$ cat src/bmled_pkg.sv
// bmled_pkg: constants, enums and carrier structs for the bus master status indicator driver.
// assumes a 40 MHz system clock; timing counts are derived here from printed times.
package bmled_pkg;

    // ----------------------------------------------------------------
    // timing
    // ----------------------------------------------------------------
    localparam int unsigned BMLED_CLK_HZ = 40000000;
    localparam int unsigned BMLED_FLASH_HALF_MS = 100;
    localparam int unsigned BMLED_FLASH_HALF_CYC = (BMLED_CLK_HZ / 1000) * BMLED_FLASH_HALF_MS;
    // acyclic pattern steps on a shorter tick so random run lengths vary
    localparam int unsigned BMLED_RAND_TICK_MS = 50;
    localparam int unsigned BMLED_RAND_TICK_CYC = (BMLED_CLK_HZ / 1000) * BMLED_RAND_TICK_MS;
    localparam int unsigned BMLED_CNT_W = 24;

    // ----------------------------------------------------------------
    // pseudo-random generator
    // ----------------------------------------------------------------
    localparam int unsigned BMLED_LFSR_W = 8;
    localparam logic [7:0] BMLED_LFSR_SEED = 8'h5a;
    localparam logic [7:0] BMLED_LFSR_TAPS = 8'hb8;
    localparam int unsigned BMLED_RUN_W = 3;

    // ----------------------------------------------------------------
    // display selection
    // ----------------------------------------------------------------
    typedef enum logic [2:0] {
        BMLED_SHOW_OFF = 3'b000,
        BMLED_SHOW_GRN_ON = 3'b001,
        BMLED_SHOW_GRN_FLASH = 3'b010,
        BMLED_SHOW_GRN_RAND = 3'b011,
        BMLED_SHOW_RED_FLASH = 3'b100,
        BMLED_SHOW_RED_ON = 3'b101
    } bmled_show_e;

    typedef struct packed {
        logic stack_valid;
        logic power_good;
        logic all_slaves_ok;
        logic configured;
        logic bus_released;
        logic config_bad;
        logic some_slave_lost;
        logic all_slaves_lost;
        logic serious_error;
        logic redundant_mode;
        logic active_master_missing;
    } bmled_status_s;

    typedef struct packed {
        logic duo_green;
        logic duo_red;
        logic station_green_indicator;
        logic fault_red;
    } bmled_leds_s;

    localparam bmled_leds_s BMLED_LEDS_OFF = '{default: 1'b0};

endpackage : bmled_pkg

$ cat src/bmled_pattern.sv
// bmled_pattern: flash-timing prescalers and pseudo-random acyclic flasher.
// assumes clk at the package rate; reset asynchronous, active high.
`timescale 1ns/1ps
module bmled_pattern
#(
    parameter int unsigned HALF_CYC = bmled_pkg::BMLED_FLASH_HALF_CYC,
    parameter int unsigned RAND_CYC = bmled_pkg::BMLED_RAND_TICK_CYC
)
(
    input wire logic clk,
    input wire logic reset,
    output logic flash_5hz,
    output logic flash_rand
);
    import bmled_pkg::*;

    logic [BMLED_CNT_W-1:0] half_cnt;
    logic [BMLED_CNT_W-1:0] next_half_cnt;
    logic next_flash_5hz;
    logic [BMLED_CNT_W-1:0] rand_cnt;
    logic [BMLED_CNT_W-1:0] next_rand_cnt;
    logic [BMLED_LFSR_W-1:0] lfsr;
    logic [BMLED_LFSR_W-1:0] next_lfsr;
    logic [BMLED_RUN_W-1:0] run;
    logic [BMLED_RUN_W-1:0] next_run;
    logic next_flash_rand;

    // ----------------------------------------------------------------
    // next-state logic
    // ----------------------------------------------------------------
    always_comb
    begin
        next_half_cnt = half_cnt + 1'b1;
        next_flash_5hz = flash_5hz;
        if (half_cnt == BMLED_CNT_W'(HALF_CYC - 1))
        begin
            next_half_cnt = '0;
            next_flash_5hz = ~flash_5hz; // 100 ms on, 100 ms off
        end
        next_rand_cnt = rand_cnt + 1'b1;
        next_lfsr = lfsr;
        next_run = run;
        next_flash_rand = flash_rand;
        if (rand_cnt == BMLED_CNT_W'(RAND_CYC - 1))
        begin
            next_rand_cnt = '0;
            next_lfsr = {lfsr[BMLED_LFSR_W-2:0], ^(lfsr & BMLED_LFSR_TAPS)};
            if (run == '0)
            begin
                // random run length 1..8 ticks breaks any fixed period
                next_flash_rand = ~flash_rand;
                next_run = lfsr[BMLED_RUN_W-1:0];
            end
            else
            begin
                next_run = run - 1'b1;
            end
        end
    end

    always_ff @(posedge clk or posedge reset)
    begin
        if (reset)
        begin
            half_cnt <= '0;
            flash_5hz <= 1'b1;
            rand_cnt <= '0;
            lfsr <= BMLED_LFSR_SEED;
            run <= '0;
            flash_rand <= 1'b0;
        end
        else
        begin
            half_cnt <= next_half_cnt;
            flash_5hz <= next_flash_5hz;
            rand_cnt <= next_rand_cnt;
            lfsr <= next_lfsr;
            run <= next_run;
            flash_rand <= next_flash_rand;
        end
    end

endmodule : bmled_pattern

$ cat src/bmled_top.sv
// bmled_top: status indicator driver for a fieldbus master, duo-LED or two-LED scheme.
// assumes status bits come from firmware on another clock and pass the pin synchroniser.
// Behaviour
// - duo variant lights green steadily when all slaves communicate.
// - green flashes 5 Hz when configured but communication not released.
// - green flashes acyclic when configuration missing or faulty.
// - red flashes 5 Hz when some, not all, slaves are lost.
// - red steady when all slaves lost or serious error reported.
// - redundant mode, active master missing, red steady.
// - no power or network power absent, everything dark.
// - 5 Hz pattern is 100 ms on, 100 ms off, repeating.
// - acyclic pattern toggles at irregular intervals.
// - duo scheme on current hardware, two-LED scheme otherwise.
// - two-LED variant, green dark while red flashes or glows.
// - two-LED variant, red dark when no error exists.
// - two-LED variant, both dark means power missing; code also leaves both dark if all_slaves_ok is low and no other case applies.
`timescale 1ns/1ps
module bmled_top
#(
    parameter int unsigned HALF_CYC = bmled_pkg::BMLED_FLASH_HALF_CYC,
    parameter int unsigned RAND_CYC = bmled_pkg::BMLED_RAND_TICK_CYC
)
(
    input wire logic clk,
    input wire logic reset,
    input wire bmled_pkg::bmled_status_s status,
    input wire logic two_led_scheme,
    output bmled_pkg::bmled_leds_s leds,
    output bmled_pkg::bmled_show_e show
);
    import bmled_pkg::*;

    localparam int unsigned ST_W = $bits(bmled_status_s);

    // ----------------------------------------------------------------
    // input synchronisers
    // ----------------------------------------------------------------
    // three stages; a level change counts once stages two and three agree
    logic [ST_W:0] sync1;
    logic [ST_W:0] sync2;
    logic [ST_W:0] sync3;
    logic [ST_W:0] held;
    logic [ST_W:0] next_held;

    always_comb
    begin
        next_held = held;
        for (int i = 0; i <= ST_W; i++)
        begin
            if (sync2[i] == sync3[i])
            begin
                next_held[i] = sync3[i];
            end
        end
    end

    always_ff @(posedge clk or posedge reset)
    begin
        if (reset)
        begin
            sync1 <= '0;
            sync2 <= '0;
            sync3 <= '0;
            held <= '0;
        end
        else
        begin
            sync1 <= {two_led_scheme, status};
            sync2 <= sync1;
            sync3 <= sync2;
            held <= next_held;
        end
    end

    bmled_status_s st;
    logic two_led;

    assign st = bmled_status_s'(held[ST_W-1:0]);
    assign two_led = held[ST_W];

    // ----------------------------------------------------------------
    // pattern sources
    // ----------------------------------------------------------------
    logic flash_5hz;
    logic flash_rand;

    bmled_pattern #(
        .HALF_CYC(HALF_CYC),
        .RAND_CYC(RAND_CYC)
    ) u_pattern (
        .clk(clk),
        .reset(reset),
        .flash_5hz(flash_5hz),
        .flash_rand(flash_rand)
    );

    // ----------------------------------------------------------------
    // status priority
    // ----------------------------------------------------------------
    bmled_show_e next_show;

    always_comb
    begin
        next_show = BMLED_SHOW_OFF;
        if (!st.stack_valid || !st.power_good)
        begin
            next_show = BMLED_SHOW_OFF;
        end
        else if (st.all_slaves_lost || st.serious_error)
        begin
            next_show = BMLED_SHOW_RED_ON;
        end
        else if (st.redundant_mode && st.active_master_missing)
        begin
            next_show = BMLED_SHOW_RED_ON;
        end
        else if (st.some_slave_lost)
        begin
            next_show = BMLED_SHOW_RED_FLASH;
        end
        else if (!st.configured || st.config_bad)
        begin
            next_show = BMLED_SHOW_GRN_RAND;
        end
        else if (!st.bus_released)
        begin
            next_show = BMLED_SHOW_GRN_FLASH;
        end
        else if (st.all_slaves_ok)
        begin
            next_show = BMLED_SHOW_GRN_ON;
        end
    end

    // ----------------------------------------------------------------
    // drive mapping
    // ----------------------------------------------------------------
    logic grn;
    logic red;
    bmled_leds_s next_leds;

    always_comb
    begin
        grn = 1'b0;
        red = 1'b0;
        unique case (next_show)
            BMLED_SHOW_OFF: ;
            BMLED_SHOW_GRN_ON: grn = 1'b1;
            BMLED_SHOW_GRN_FLASH: grn = flash_5hz;
            BMLED_SHOW_GRN_RAND: grn = flash_rand;
            BMLED_SHOW_RED_FLASH: red = flash_5hz;
            BMLED_SHOW_RED_ON: red = 1'b1;
            default: ;
        endcase
        next_leds = BMLED_LEDS_OFF;
        if (two_led)
        begin
            // green carries no error; red dark without error
            next_leds.station_green_indicator = grn;
            next_leds.fault_red = red;
        end
        else
        begin
            // a duo LED never shows both halves at once
            next_leds.duo_green = grn;
            next_leds.duo_red = red;
        end
    end

    always_ff @(posedge clk or posedge reset)
    begin
        if (reset)
        begin
            leds <= BMLED_LEDS_OFF;
            show <= BMLED_SHOW_OFF;
        end
        else
        begin
            leds <= next_leds;
            show <= next_show;
        end
    end

endmodule : bmled_top

$ cat config.mk
export PLATFORM = sky130hd
export DESIGN_NAME = bmled_top
export DESIGN_NICKNAME = d
export VERILOG_FILES = /design/src/bmled_pkg.sv /design/src/bmled_pattern.sv /design/src/bmled_top.sv
export SDC_FILE = /design/constraint.sdc
export NUM_CORES = 1
export LEC_CHECK = 0
export ABC_CLOCK_PERIOD_IN_PS = 4310
export BUFFER_PORTS_ARGS = -buffer_cell sky130_fd_sc_hd__clkbuf_2
export CELL_PAD_IN_SITES_DETAIL_PLACEMENT = 0
export CELL_PAD_IN_SITES_GLOBAL_PLACEMENT = 2
export CORE_ASPECT_RATIO = 1.4
export CORE_MARGIN = 4
export CORE_UTILIZATION = 35
export DETAILED_ROUTE_END_ITERATION = 6
export PLACE_DENSITY_LB_ADDON = 0.1
export SYNTH_ARGS = -nofsm -noshare
export SYNTH_HDL_FRONTEND = slang
export SYNTH_HIERARCHICAL = 1
export SYNTH_SLANG_ARGS = --single-unit
export TNS_END_PERCENT = 5
$ cat constraint.sdc
create_clock -name clk -period 4.31 [get_ports clk]
set_clock_uncertainty 0.05 [all_clocks]
set_input_delay 0.2155 -clock clk [delete_from_list [all_inputs] [get_ports clk]]
set_output_delay 0.2155 -clock clk [all_outputs]
set_load 0.02 [all_outputs]
==> impl_summary.txt, run 1 <==
----------------------------------------------------
[Outcome]
  Result of the run ... complete, no violations

[Layout]
  Sequential standard cell area ... 2910 sq um
  Share of cells above drive strength 1 ... 18.9%
  Antenna fix cells ... 0
  Net total in the final layout ... approximately 430
  Layout Area Growth over Synthesis ... 22.3%
  Area used by multi-input combinational logic ... between 1500 and 2000 sq um
  Number of filler cells placed in the layout ... 1195
  Final std cells w/o fill ... approximately 580

[STA]
  Setup TNS Final ... 0 ns
  Post-route fraction of the period consumed by the critical path ... 57.8%
  Unrepaired setup endpoints after global routing ... false
  Number of max-slew violations in the final report ... 0
  Worst slew slack as a fraction of its limit ... 28.6%
  Final setup violation count ... 0
  Clock period minus final worst setup slack ... roughly 2.5 ns
  Worst Tran Pin Value ... about 1.1 ns
  Upper clock frequency limit ... approximately 0.4 GHz
  Final hold violations ... 0

[Yosys]
  Summed instance area of the synthesized netlist ... between 4000 and 5000 sq um
  Fraction of registers with async set or reset after synthesis ... 100%
  Library cells used by synthesis ... roughly 50
  Fraction of the mapped netlist area in compound gates ... just over 5%
  Net Count, Synth ... 381
  Main combinational cell family by area after synthesis ... simple AND/OR/NAND/NOR gates
  Multiplexer share of the synthesized area ... 3.07%
  EDFF count, synth ... 0
  Post-synthesis share of cell area spent on xor and xnor gates ... under 10%
  Post-synthesis cell count ... between 300 and 400
  Total of warnings raised by yosys ... 6
  Post-synthesis adder-cell area fraction ... 3.70%
  Portion of the post-synthesis area used by sequential elements ... between 60% and 70%
  Area share of and/or/nand/nor cells after synthesis ... between 15 and 20%
  Most used flip-flop cell after synthesis ... sky130_fd_sc_hd__dfrtp_1
  Seq cells post-synth ... 116
  Avg Synthesized Cell Area ... approximately 13 sq um

[Floorplan]
  DIE AREA ... between 15000 and 20000 sq um
  Effective utilization at floorplan ... a little over a third
  Horiz. Die Dim ... ~100 um
  I/O pin count ... 21
  Area inside the core boundary ... around 13000 sq um
  Vertical extent of the die ... ~140 um
  Number of core rows ... 49

[Setup path]
  CP peak stage delay ... ~0.8 ns
  Kind of end point of the critical path ... flip-flop
  Cell depth of the worst flop-to-flop path ... 5
  Endpoint arrival time on the critical path ... 2.72 ns
  Buffer and inverter count on the worst path ... 0
  Cell breakdown of the critical path ... ha_1 > and3_1 > nand3_1 > nor2_1 > mux2_2
  Terminus of the critical flop-to-flop path ... u_pattern/run[1]
  Cell with the largest stage delay on the worst path ... sky130_fd_sc_hd__nor2_1
  Category of the most critical setup path ... reg2reg
  Critical path required time ... about 4.5 ns
  Flop-to-flop setup slack ... 1.82 ns
  Max FO, Critical Path ... 11
  Gate family responsible for the most delay along the worst path ... simple AND/OR/NAND/NOR gates
  Nature of the critical path startpoint ... flip-flop
  Worst R2R Start ... u_pattern/rand_cnt[0]

[Clocking]
  Library cell used as clock root buffer ... sky130_fd_sc_hd__clkbuf_16
  Clock tree from TritonCTS ... built
  TritonCTS buffer count ... 17
  Maximum buffer depth of the clock tree ... 2
  Post-CTS setup repair buffer count ... 0
  Clock input transition at the sequential cells of the worst setup and hold paths ... 0.06 ns
  Clk_lat worst skew ... roughly 0.40 ns
  H-tree levels ... 4
  Sinks on the clock net ... around 120

[Global routing]
  GR Util All Layers ... between 10% and 20%
  Initial antenna violation count ... 0
  Via count of the first global-routing pass ... approximately 3k
  Overall overflow remaining after global route ... 0
  Wire length of the first global-routing pass ... approximately 15000 um
  Maximum number of pins on one net before global-route repair ... 56

[Placed design]
  Placed wire-length estimate ... 5630 um
  Cell Count Post-Placement ... ~530
  Count of buffers inserted at the top-level ports ... 20
  Weighted congestion reported at the end of routability-driven placement ... 0.756

[Power and ir drop]
  Overall power of the completed layout ... about 2600 uW
  Peak supply drop ... slightly below 0.2 mV
  PD cells ... approximately 470 nW/um^2
  Leakage power total ... around 0.0025 uW

[Min path]
  Launch instance of the worst min-delay path ... sync1[9]
  Cell count of the worst hold path ... 0
  Hold endpoint ... sync2[9]
  Worst min-delay path class ... reg2reg

[Drt]
  Antenna-violating nets left ... 0
  Drc violations ... 0
  Initial detailed-routing violation count ... about 130
  Aggregate routed wire length ... 8440 um
  Detailed-routing iteration count for the pre-antenna-repair pass ... 4
  Via density ... 4.98
  WL/cell ... between 10 and 15 um
  Number of vias in the routed layout ... between 2k and 3k

[Job]
  MaxCap Viol Count ... 0

----------------------------------------------------
-- state kept, by name (all words and copies together) (netlist names), 3 cells and up --
register	count
u_pattern/half_cnt	24
held	12
show	3
leds	4
sync3	12
u_pattern/lfsr	8
u_pattern/rand_cnt	24
u_pattern/run	3
sync2	12
sync1	12
-- cell families (layout without fill, tap and decap cells) --
family | after synthesis | count (layout)
AOI/OAI and AO/OA | 37 | 37
muxes | 13 | 13
and+or+nand+nor | 129 | 129
adders and majority gates | 16 | 16
xor gates and xnor gates | 35 | 35
buffers and inverters | 17 | 77
DFF | 116 | 116
-- timing repair --
item | CTS | global route
endpoints found under the hold margin | 32 | 0
gates resized for setup | 0 | 0
hold buffers | 13 | 0
-- power breakdown --
part | internal, uW | switching [uW] | leakage, uW
logic | 28.2 | 41.4 | 0.000724
registers | 1120 | 17.6 | 0.00146
clock network | 931 | 506 | 0.000294
total | 2080 | 565 | 0.00248
-- cell usage after synthesis (4+ instances only) --
cell / instances / share of area, %
sky130_fd_sc_hd__ha_1: 4 / 1.1
sky130_fd_sc_hd__mux2_2: 7 / 1.7
sky130_fd_sc_hd__nor4_1: 5 / 0.68
sky130_fd_sc_hd__xnor2_1: 22 / 4.2
sky130_fd_sc_hd__nand3_1: 25 / 2.7
sky130_fd_sc_hd__maj3_1: 12 / 2.6
sky130_fd_sc_hd__nand4_1: 11 / 1.5
sky130_fd_sc_hd__xor2_1: 13 / 2.5
sky130_fd_sc_hd__nand2_1: 13 / 1.1
sky130_fd_sc_hd__or3_1: 5 / 0.68
sky130_fd_sc_hd__dfstp_2: 5 / 2.9
sky130_fd_sc_hd__inv_1: 12 / 0.98
sky130_fd_sc_hd__a21oi_1: 7 / 0.76
sky130_fd_sc_hd__and3_1: 12 / 1.6
sky130_fd_sc_hd__mux2i_1: 4 / 0.87
sky130_fd_sc_hd__nor3_1: 9 / 0.98
sky130_fd_sc_hd__o21ai_0: 13 / 1.4
sky130_fd_sc_hd__nor2_1: 19 / 1.6
sky130_fd_sc_hd__o31ai_1: 6 / 0.98
sky130_fd_sc_hd__dfrtp_1: 111 / 60
sky130_fd_sc_hd__clkbuf_1: 4 / 0.33
-- layout by cell type, fill, tap and decap left out, types with 3 or more instances in the layout --
cell type,instances
sky130_fd_sc_hd__a21oi_1,7
sky130_fd_sc_hd__and2_1,3
sky130_fd_sc_hd__and3_1,12
sky130_fd_sc_hd__bufinv_16,3
sky130_fd_sc_hd__clkbuf_16,17
sky130_fd_sc_hd__clkbuf_2,20
sky130_fd_sc_hd__clkinv_4,4
sky130_fd_sc_hd__dfrtp_1,111
sky130_fd_sc_hd__dfstp_2,5
sky130_fd_sc_hd__dlygate4sd3_1,13
sky130_fd_sc_hd__ha_1,4
sky130_fd_sc_hd__inv_1,10
sky130_fd_sc_hd__inv_6,4
sky130_fd_sc_hd__maj3_1,12
sky130_fd_sc_hd__mux2_2,7
sky130_fd_sc_hd__mux2i_1,4
sky130_fd_sc_hd__nand2_1,13
sky130_fd_sc_hd__nand3_1,25
sky130_fd_sc_hd__nand4_1,11
sky130_fd_sc_hd__nor2_1,19
sky130_fd_sc_hd__nor2b_1,3
sky130_fd_sc_hd__nor3_1,9
sky130_fd_sc_hd__nor3b_1,3
sky130_fd_sc_hd__nor4_1,5
sky130_fd_sc_hd__o21ai_0,13
sky130_fd_sc_hd__o31ai_1,6
sky130_fd_sc_hd__or3_1,5
sky130_fd_sc_hd__xnor2_1,22
sky130_fd_sc_hd__xor2_1,13
-- worst max-delay path by stage --
| stage | start | endpoint | slack, ns | cells past startpoint |
|---|---|---|---|---|
| finish | u_pattern/rand_cnt[0] | u_pattern/run[1] | 1.82 | 5 |
| global route | u_pattern/rand_cnt[0] | u_pattern/run[1] | 1.65 | 5 |
| CTS | u_pattern/rand_cnt[0] | u_pattern/run[1] | 1.81 | 5 |
| detailed placement | u_pattern/rand_cnt[0] | u_pattern/run[1] | 1.80 | 5 |
| global placement | u_pattern/rand_cnt[0] | u_pattern/lfsr[5] | 1.97 | 5 |
| floorplan | u_pattern/rand_cnt[0] | u_pattern/rand_cnt[5] | 2.45 | 6 |
-- area by class of cell --
| cell class | count | area share, % |
|---|---|---|
| clock buffers | 18 | 7.81 |
| multi-input cells | 230 | 28.9 |
| clock inverters | 13 | 3.12 |
| well taps | 153 | 3.40 |
| flip-flops and latches | 116 | 51.7 |
| repair buffers | 34 | 4.23 |
| inverters | 12 | 0.801 |
-- per-stage QoR --
stage	hold slack, ns	instance area (sq um)	utilization [%]	worst slack (ns)
after CTS	0.299	5620	43.7	1.81
after global placement	0.274	4880	37.9	1.97
after detailed placement	0.275	4880	37.9	1.80
final	0.297	5620	43.7	1.82
after global routing	0.300	5620	43.7	1.65
after floorplan	0.197	4600	-	2.45
-- layer usage --
metal	part of all wire (%)	vias up	wire length [um]	GRT usage, %
li1	-	1389	-	-
met2	50	37	4210	20.7
met5	0	-	0	0
met4	1.1	0	97	5.60
met3	2.7	8	229	3.73
met1	46	1432	3900	15.1
Note: power is estimated with default switching activity, not from simulation.
==> inputs of run 2 (changes only) <==
ABC_CLOCK_PERIOD_IN_PS = 2500   (was 4310)
clock period = 2.5 ns   (was 4.31 ns; I/O delays follow)
==> impl_summary.txt, run 2 (synthesized netlist as in run 1, its figures left out) <==
----------------------------------------------------
[Placed design]
  Placed wire-length estimate ... 5640 um
  Weighted congestion reported at the end of routability-driven placement ... between 0.7 and 0.8
  Placed Area ... 4950 sq um
  Count of buffers inserted at the top-level ports ... 20

[STA]
  Clock period minus final worst setup slack ... roughly 2.2 ns
  Worst Tran Pin Value ... roughly 0.57 ns
  Upper clock frequency limit ... ~0.46 GHz
  Final hold violations ... 0
  Number of max-slew violations in the final report ... 0
  Setup TNS Final ... 0 ns
  Post-route fraction of the period consumed by the critical path ... 86.9%
  Unrepaired setup endpoints after global routing ... false
  Worst slew slack as a fraction of its limit ... 61.7%
  Final setup violation count ... 0

[Clocking]
  Clock tree from TritonCTS ... built
  Sinks on the clock net ... roughly 120
  TritonCTS buffer count ... 17
  Clock input transition at the sequential cells of the worst setup and hold paths ... ~0.06 ns
  Library cell used as clock root buffer ... sky130_fd_sc_hd__clkbuf_16
  Clk_lat worst skew ... ~0.40 ns
  H-tree levels ... 4
  Maximum buffer depth of the clock tree ... 2
  PostCTS Resize Cnt ... 0

[Layout]
  Highest-count cells in the layout ignoring fill and taps ... sky130_fd_sc_hd__dfrtp_1 (111), sky130_fd_sc_hd__nand3_1 (25), sky130_fd_sc_hd__xnor2_1 (22)
  Leading cell type in the layout, fill and taps excluded ... sky130_fd_sc_hd__dfrtp_1
  Number of filler cells placed in the layout ... around 1.2k
  Net total in the final layout ... 435
  Share of cells above drive strength 1 ... 20.0%
  Antenna fix cells ... 0
  Layout Area Growth over Synthesis ... 24.6%
  Area of all placed cells without fillers ... around 5700 sq um
  Registers with the most flip-flops ... u_pattern/half_cnt: 24 flops, u_pattern/rand_cnt: 24 flops
  Final Core Density ... 44.5%

[Setup path]
  Max FO, Critical Path ... 10
  Kind of end point of the critical path ... flip-flop
  Buffer and inverter count on the worst path ... 0
  Gate family responsible for the most delay along the worst path ... simple AND/OR/NAND/NOR gates
  Critical path required time ... approximately 2.7 ns
  CP peak stage delay ... 0.54 ns
  Endpoint arrival time on the critical path ... about 2.4 ns
  Nature of the critical path startpoint ... flip-flop
  Category of the most critical setup path ... reg2reg
  Cell with the largest stage delay on the worst path ... sky130_fd_sc_hd__nor2_1
  Cell breakdown of the critical path ... ha_1 > and3_1 > nand3_1 > nor2_1 > mux2_2

[Drt]
  Detailed-routing iteration count for the pre-antenna-repair pass ... 4
  Initial detailed-routing violation count ... roughly 120
  Aggregate routed wire length ... 8450 um
  Antenna-violating nets left ... 0
  WL/cell ... about 14 um
  Drc violations ... 0
  Via density ... 4.88
  Number of vias in the routed layout ... around 2.8k

[Global routing]
  Via count of the first global-routing pass ... slightly above 3k
  GR met1 Demand/Resource ... between 15 and 20%
  Initial antenna violation count ... 0
  Overall overflow remaining after global route ... 0
  Wire length of the first global-routing pass ... approximately 15000 um
  Fraction of met3 tracks used by global routing ... under 10%
  Busiest metal layer after global routing ... met2
  Maximum number of pins on one net before global-route repair ... 62
  GR Util All Layers ... about an eighth
  Met2 demand-to-capacity share in global routing ... a little over a fifth

[Power and ir drop]
  Peak supply drop ... around 0.35 mV
  Leakage power total ... 0.00253 uW
  PD cells ... 831 nW/um^2

[Floorplan]
  Area inside the core boundary ... between 10000 and 15000 sq um
  Number of core rows ... 49
  DIE AREA ... ~15000 sq um
  Vertical extent of the die ... 144 um
  Horiz. Die Dim ... ~100 um
  Effective utilization at floorplan ... a little over a third
  I/O pin count ... 21

[Job]
  MaxCap Viol Count ... 0

[Min path]
  Worst min-delay path class ... reg2reg

[Outcome]
  Result of the run ... complete, no violations

----------------------------------------------------
[run 2: power breakdown]
part,total [uW],internal [uW],switching [uW]
clock network,2670,1780,892
logic,126,54.1,71.5
registers,1960,1930,29.5
total,4760,3770,993
[run 2: path summary, 6_finish.rpt]
| kind | start | endpoint | cells past startpoint | slack [ns] |
|---|---|---|---|---|
| hold reg to reg | sync1[9] | sync2[9] | 0 | 0.30 |
| setup / recovery | u_pattern/rand_cnt[0] | u_pattern/lfsr[5] | 5 | 0.33 |
| hold / removal | sync1[9] | sync2[9] | 0 | 0.30 |
| setup reg to reg | u_pattern/rand_cnt[0] | u_pattern/lfsr[5] | 5 | 0.33 |
| min in group asynchronous | reset | held[11] | 3 | 0.31 |
| max in group asynchronous | reset | sync1[6] | 4 | 1.56 |
[run 2: area by class of cell]
cell class | instances | area [sq um] | area share, %
clock buffer | 18 | 429 | 7.49
clock inverter | 14 | 225 | 3.93
inverter | 12 | 45.0 | 0.786
multi-input combinational | 230 | 1630 | 28.4
sequential | 116 | 2910 | 50.7
tap | 153 | 191 | 3.34
timing repair buffer | 40 | 308 | 5.37
[run 2: per-stage QoR]
step	cells	hold WS [ns]	power (uW)	setup WS, ns
floorplan	363	0.106	2060	0.638
global placement	538	0.174	2110	0.335
detailed placement	538	0.170	2110	0.275
CTS	583	0.300	4840	0.262
global route	583	0.303	4960	0.146
finish	583	0.297	4760	0.329
[run 2: what timing repair did]
item / CTS / global route
buffers inserted: 0 / 0
endpoints found under the hold margin: 94 / 0
hold buffers: 13 / 0
[run 2: layer usage]
layer / vias up / part of all wire [%]
met5: - / 0
met4: 0 / 1.5
met3: 9 / 2.4
met2: 31 / 49
met1: 1402 / 47
li1: 1404 / -
==> inputs of run 3 (changes only) <==
CORE_MARGIN = not set   (was 4)
==> impl_summary.txt, run 3 (synthesized netlist as in run 1, its figures left out) <==
----------------------------------------------------
[Outcome]
  Result of the run ... complete, no violations

[Global routing]
  Maximum number of pins on one net before global-route repair ... 56
  Met2 demand-to-capacity share in global routing ... 23.6%
  Fraction of met3 tracks used by global routing ... ~4.6%
  Wire length of the first global-routing pass ... between 10000 and 15000 um
  Initial antenna violation count ... 0
  Via count of the first global-routing pass ... between 3k and 4k
  GR Util All Layers ... 14.6%
  Busiest metal layer after global routing ... met2
  GR met1 Demand/Resource ... ~17%
  Overall overflow remaining after global route ... 0

[Floorplan]
  DIE AREA ... ~14000 sq um
  I/O pin count ... 21
  Horiz. Die Dim ... about 100 um
  Number of core rows ... between 40 and 50
  Area inside the core boundary ... between 10000 and 15000 sq um
  Vertical extent of the die ... about 140 um
  Effective utilization at floorplan ... 35.9%

[Clocking]
  Clock tree from TritonCTS ... built
  # hold bufs at CTS ... 13
  Maximum buffer depth of the clock tree ... 2
  H-tree levels ... 4
  Post-CTS setup repair buffer count ... 0
  Clk_lat worst skew ... just over 0.4 ns
  Library cell used as clock root buffer ... sky130_fd_sc_hd__clkbuf_16
  Clock input transition at the sequential cells of the worst setup and hold paths ... ~0.060 ns
  TritonCTS buffer count ... 17
  Sinks on the clock net ... between 100 and 150
  PostCTS Resize Cnt ... 0

[STA]
  Worst slew slack as a fraction of its limit ... between 50% and 60%
  Worst Slack Setup Final ... approximately 0.52 ns
  Worst Hold Margin ... approximately 0.26 ns
  Post-route fraction of the period consumed by the critical path ... between 70% and 80%
  Unrepaired setup endpoints after global routing ... false
  Upper clock frequency limit ... 0.505 GHz
  Setup TNS Final ... 0 ns
  Number of max-slew violations in the final report ... 0
  Final hold violations ... 0
  Final setup violation count ... 0
  Worst Tran Pin Value ... between 0.6 and 0.7 ns
  Clock period minus final worst setup slack ... ~2.0 ns

[Layout]
  Leading cell type in the layout, fill and taps excluded ... sky130_fd_sc_hd__dfrtp_1
  Registers with the most flip-flops ... u_pattern/half_cnt: 24 flops, u_pattern/rand_cnt: 24 flops
  Highest-count cells in the layout ignoring fill and taps ... sky130_fd_sc_hd__dfrtp_1 (111), sky130_fd_sc_hd__nand3_1 (25), sky130_fd_sc_hd__xnor2_1 (22)
  Antenna fix cells ... 0
  Net total in the final layout ... 435
  Number of filler cells placed in the layout ... between 1k and 1.5k
  Layout Area Growth over Synthesis ... 24.8%
  Share of cells above drive strength 1 ... 20.2%

[Setup path]
  Endpoint arrival time on the critical path ... 2.22 ns
  Worst R2R Start ... u_pattern/rand_cnt[8]
  Flop-to-flop setup slack ... 0.52 ns
  Max FO, Critical Path ... 10
  Worst Setup SP ... u_pattern/rand_cnt[8]
  Cell depth of the worst flop-to-flop path ... 4
  Terminus of the critical flop-to-flop path ... u_pattern/rand_cnt[5]
  Worst setup endpoint ... u_pattern/rand_cnt[5]
  Critical path required time ... around 2.7 ns
  Kind of end point of the critical path ... flip-flop
  Nature of the critical path startpoint ... flip-flop
  Category of the most critical setup path ... reg2reg

[Placed design]
  Placement Setup Slack ... 0.492 ns
  Count of buffers inserted at the top-level ports ... 20
  Placed wire-length estimate ... 5700 um
  Weighted congestion reported at the end of routability-driven placement ... about 0.74

[Drt]
  Initial detailed-routing violation count ... 80
  Detailed-routing iteration count for the pre-antenna-repair pass ... 4
  Via density ... 4.90
  Number of vias in the routed layout ... roughly 2.9k
  Drc violations ... 0
  Antenna-violating nets left ... 0
  Aggregate routed wire length ... approximately 8600 um
  WL/cell ... roughly 15 um

[Power and ir drop]
  Leakage power total ... 0.00255 uW
  PD cells ... approximately 830 nW/um^2
  Peak supply drop ... ~0.38 mV

[Job]
  MaxCap Viol Count ... 0

[Min path]
  Worst min-delay path class ... in2async

----------------------------------------------------
==> run 3: cell count changes in the layout (fill, tap and decap cells not counted), sizes merged <==
cell and change:
clkinvlp -2, clkinv +2
==> run 3: layout make-up <==
class	count	area [sq um]	share of cell area, %
repair buffers	40	308	5.36
clock buffers	18	439	7.65
well taps	153	191	3.33
multi-input cells	230	1630	28.3
flip-flops and latches	116	2910	50.7
clock inverters	14	224	3.90
inverters	12	45.0	0.784
==> run 3: worst min-delay path by stage <==
stage,start,slack (ns),to,cells after the start
2_1_floorplan,status[0],0.11,sync1[0],0
3_3_place_gp,reset,0.15,sync1[1],3
3_5_place_dp,reset,0.15,sync1[1],3
4_1_cts,reset,0.27,sync1[1],4
5_1_grt,status[10],0.30,sync1[10],2
6_report,reset,0.26,sync1[1],4
==> run 3: stage by stage <==
stage                     std cells  instance area [sq um]  util (%)  total power, uW
after global placement          538                   4950      38.6             2110
final                           583                   5740      44.8             4790
after floorplan                 363                   4600         -             2060
after global routing            583                   5740      44.8             4980
after CTS                       583                   5740      44.8             4870
after detailed placement        538                   4950      38.6             2110
==> run 3: power breakdown <==
group | internal (uW) | leakage [uW] | total [uW] | switching (uW)
sequential | 1930 | 0.00146 | 1970 | 30.6
combinational | 54.2 | 0.000764 | 126 | 72.2
clock | 1810 | 0.000321 | 2690 | 887
==> run 3: worst max-delay path: stages, from the launching register on <==
cell,delay [ns]
sky130_fd_sc_hd__dfrtp_1,0.43
sky130_fd_sc_hd__nor4b_2,0.32
sky130_fd_sc_hd__nand4_2,0.28
sky130_fd_sc_hd__or2_1,0.41
sky130_fd_sc_hd__a311o_1,0.38
==> run 3: routing by layer <==
metal,vias to the layer above,wire [um]
li1,1407,-
met5,-,0
met2,31,4240
met1,1406,4000
met4,0,147
met3,13,218
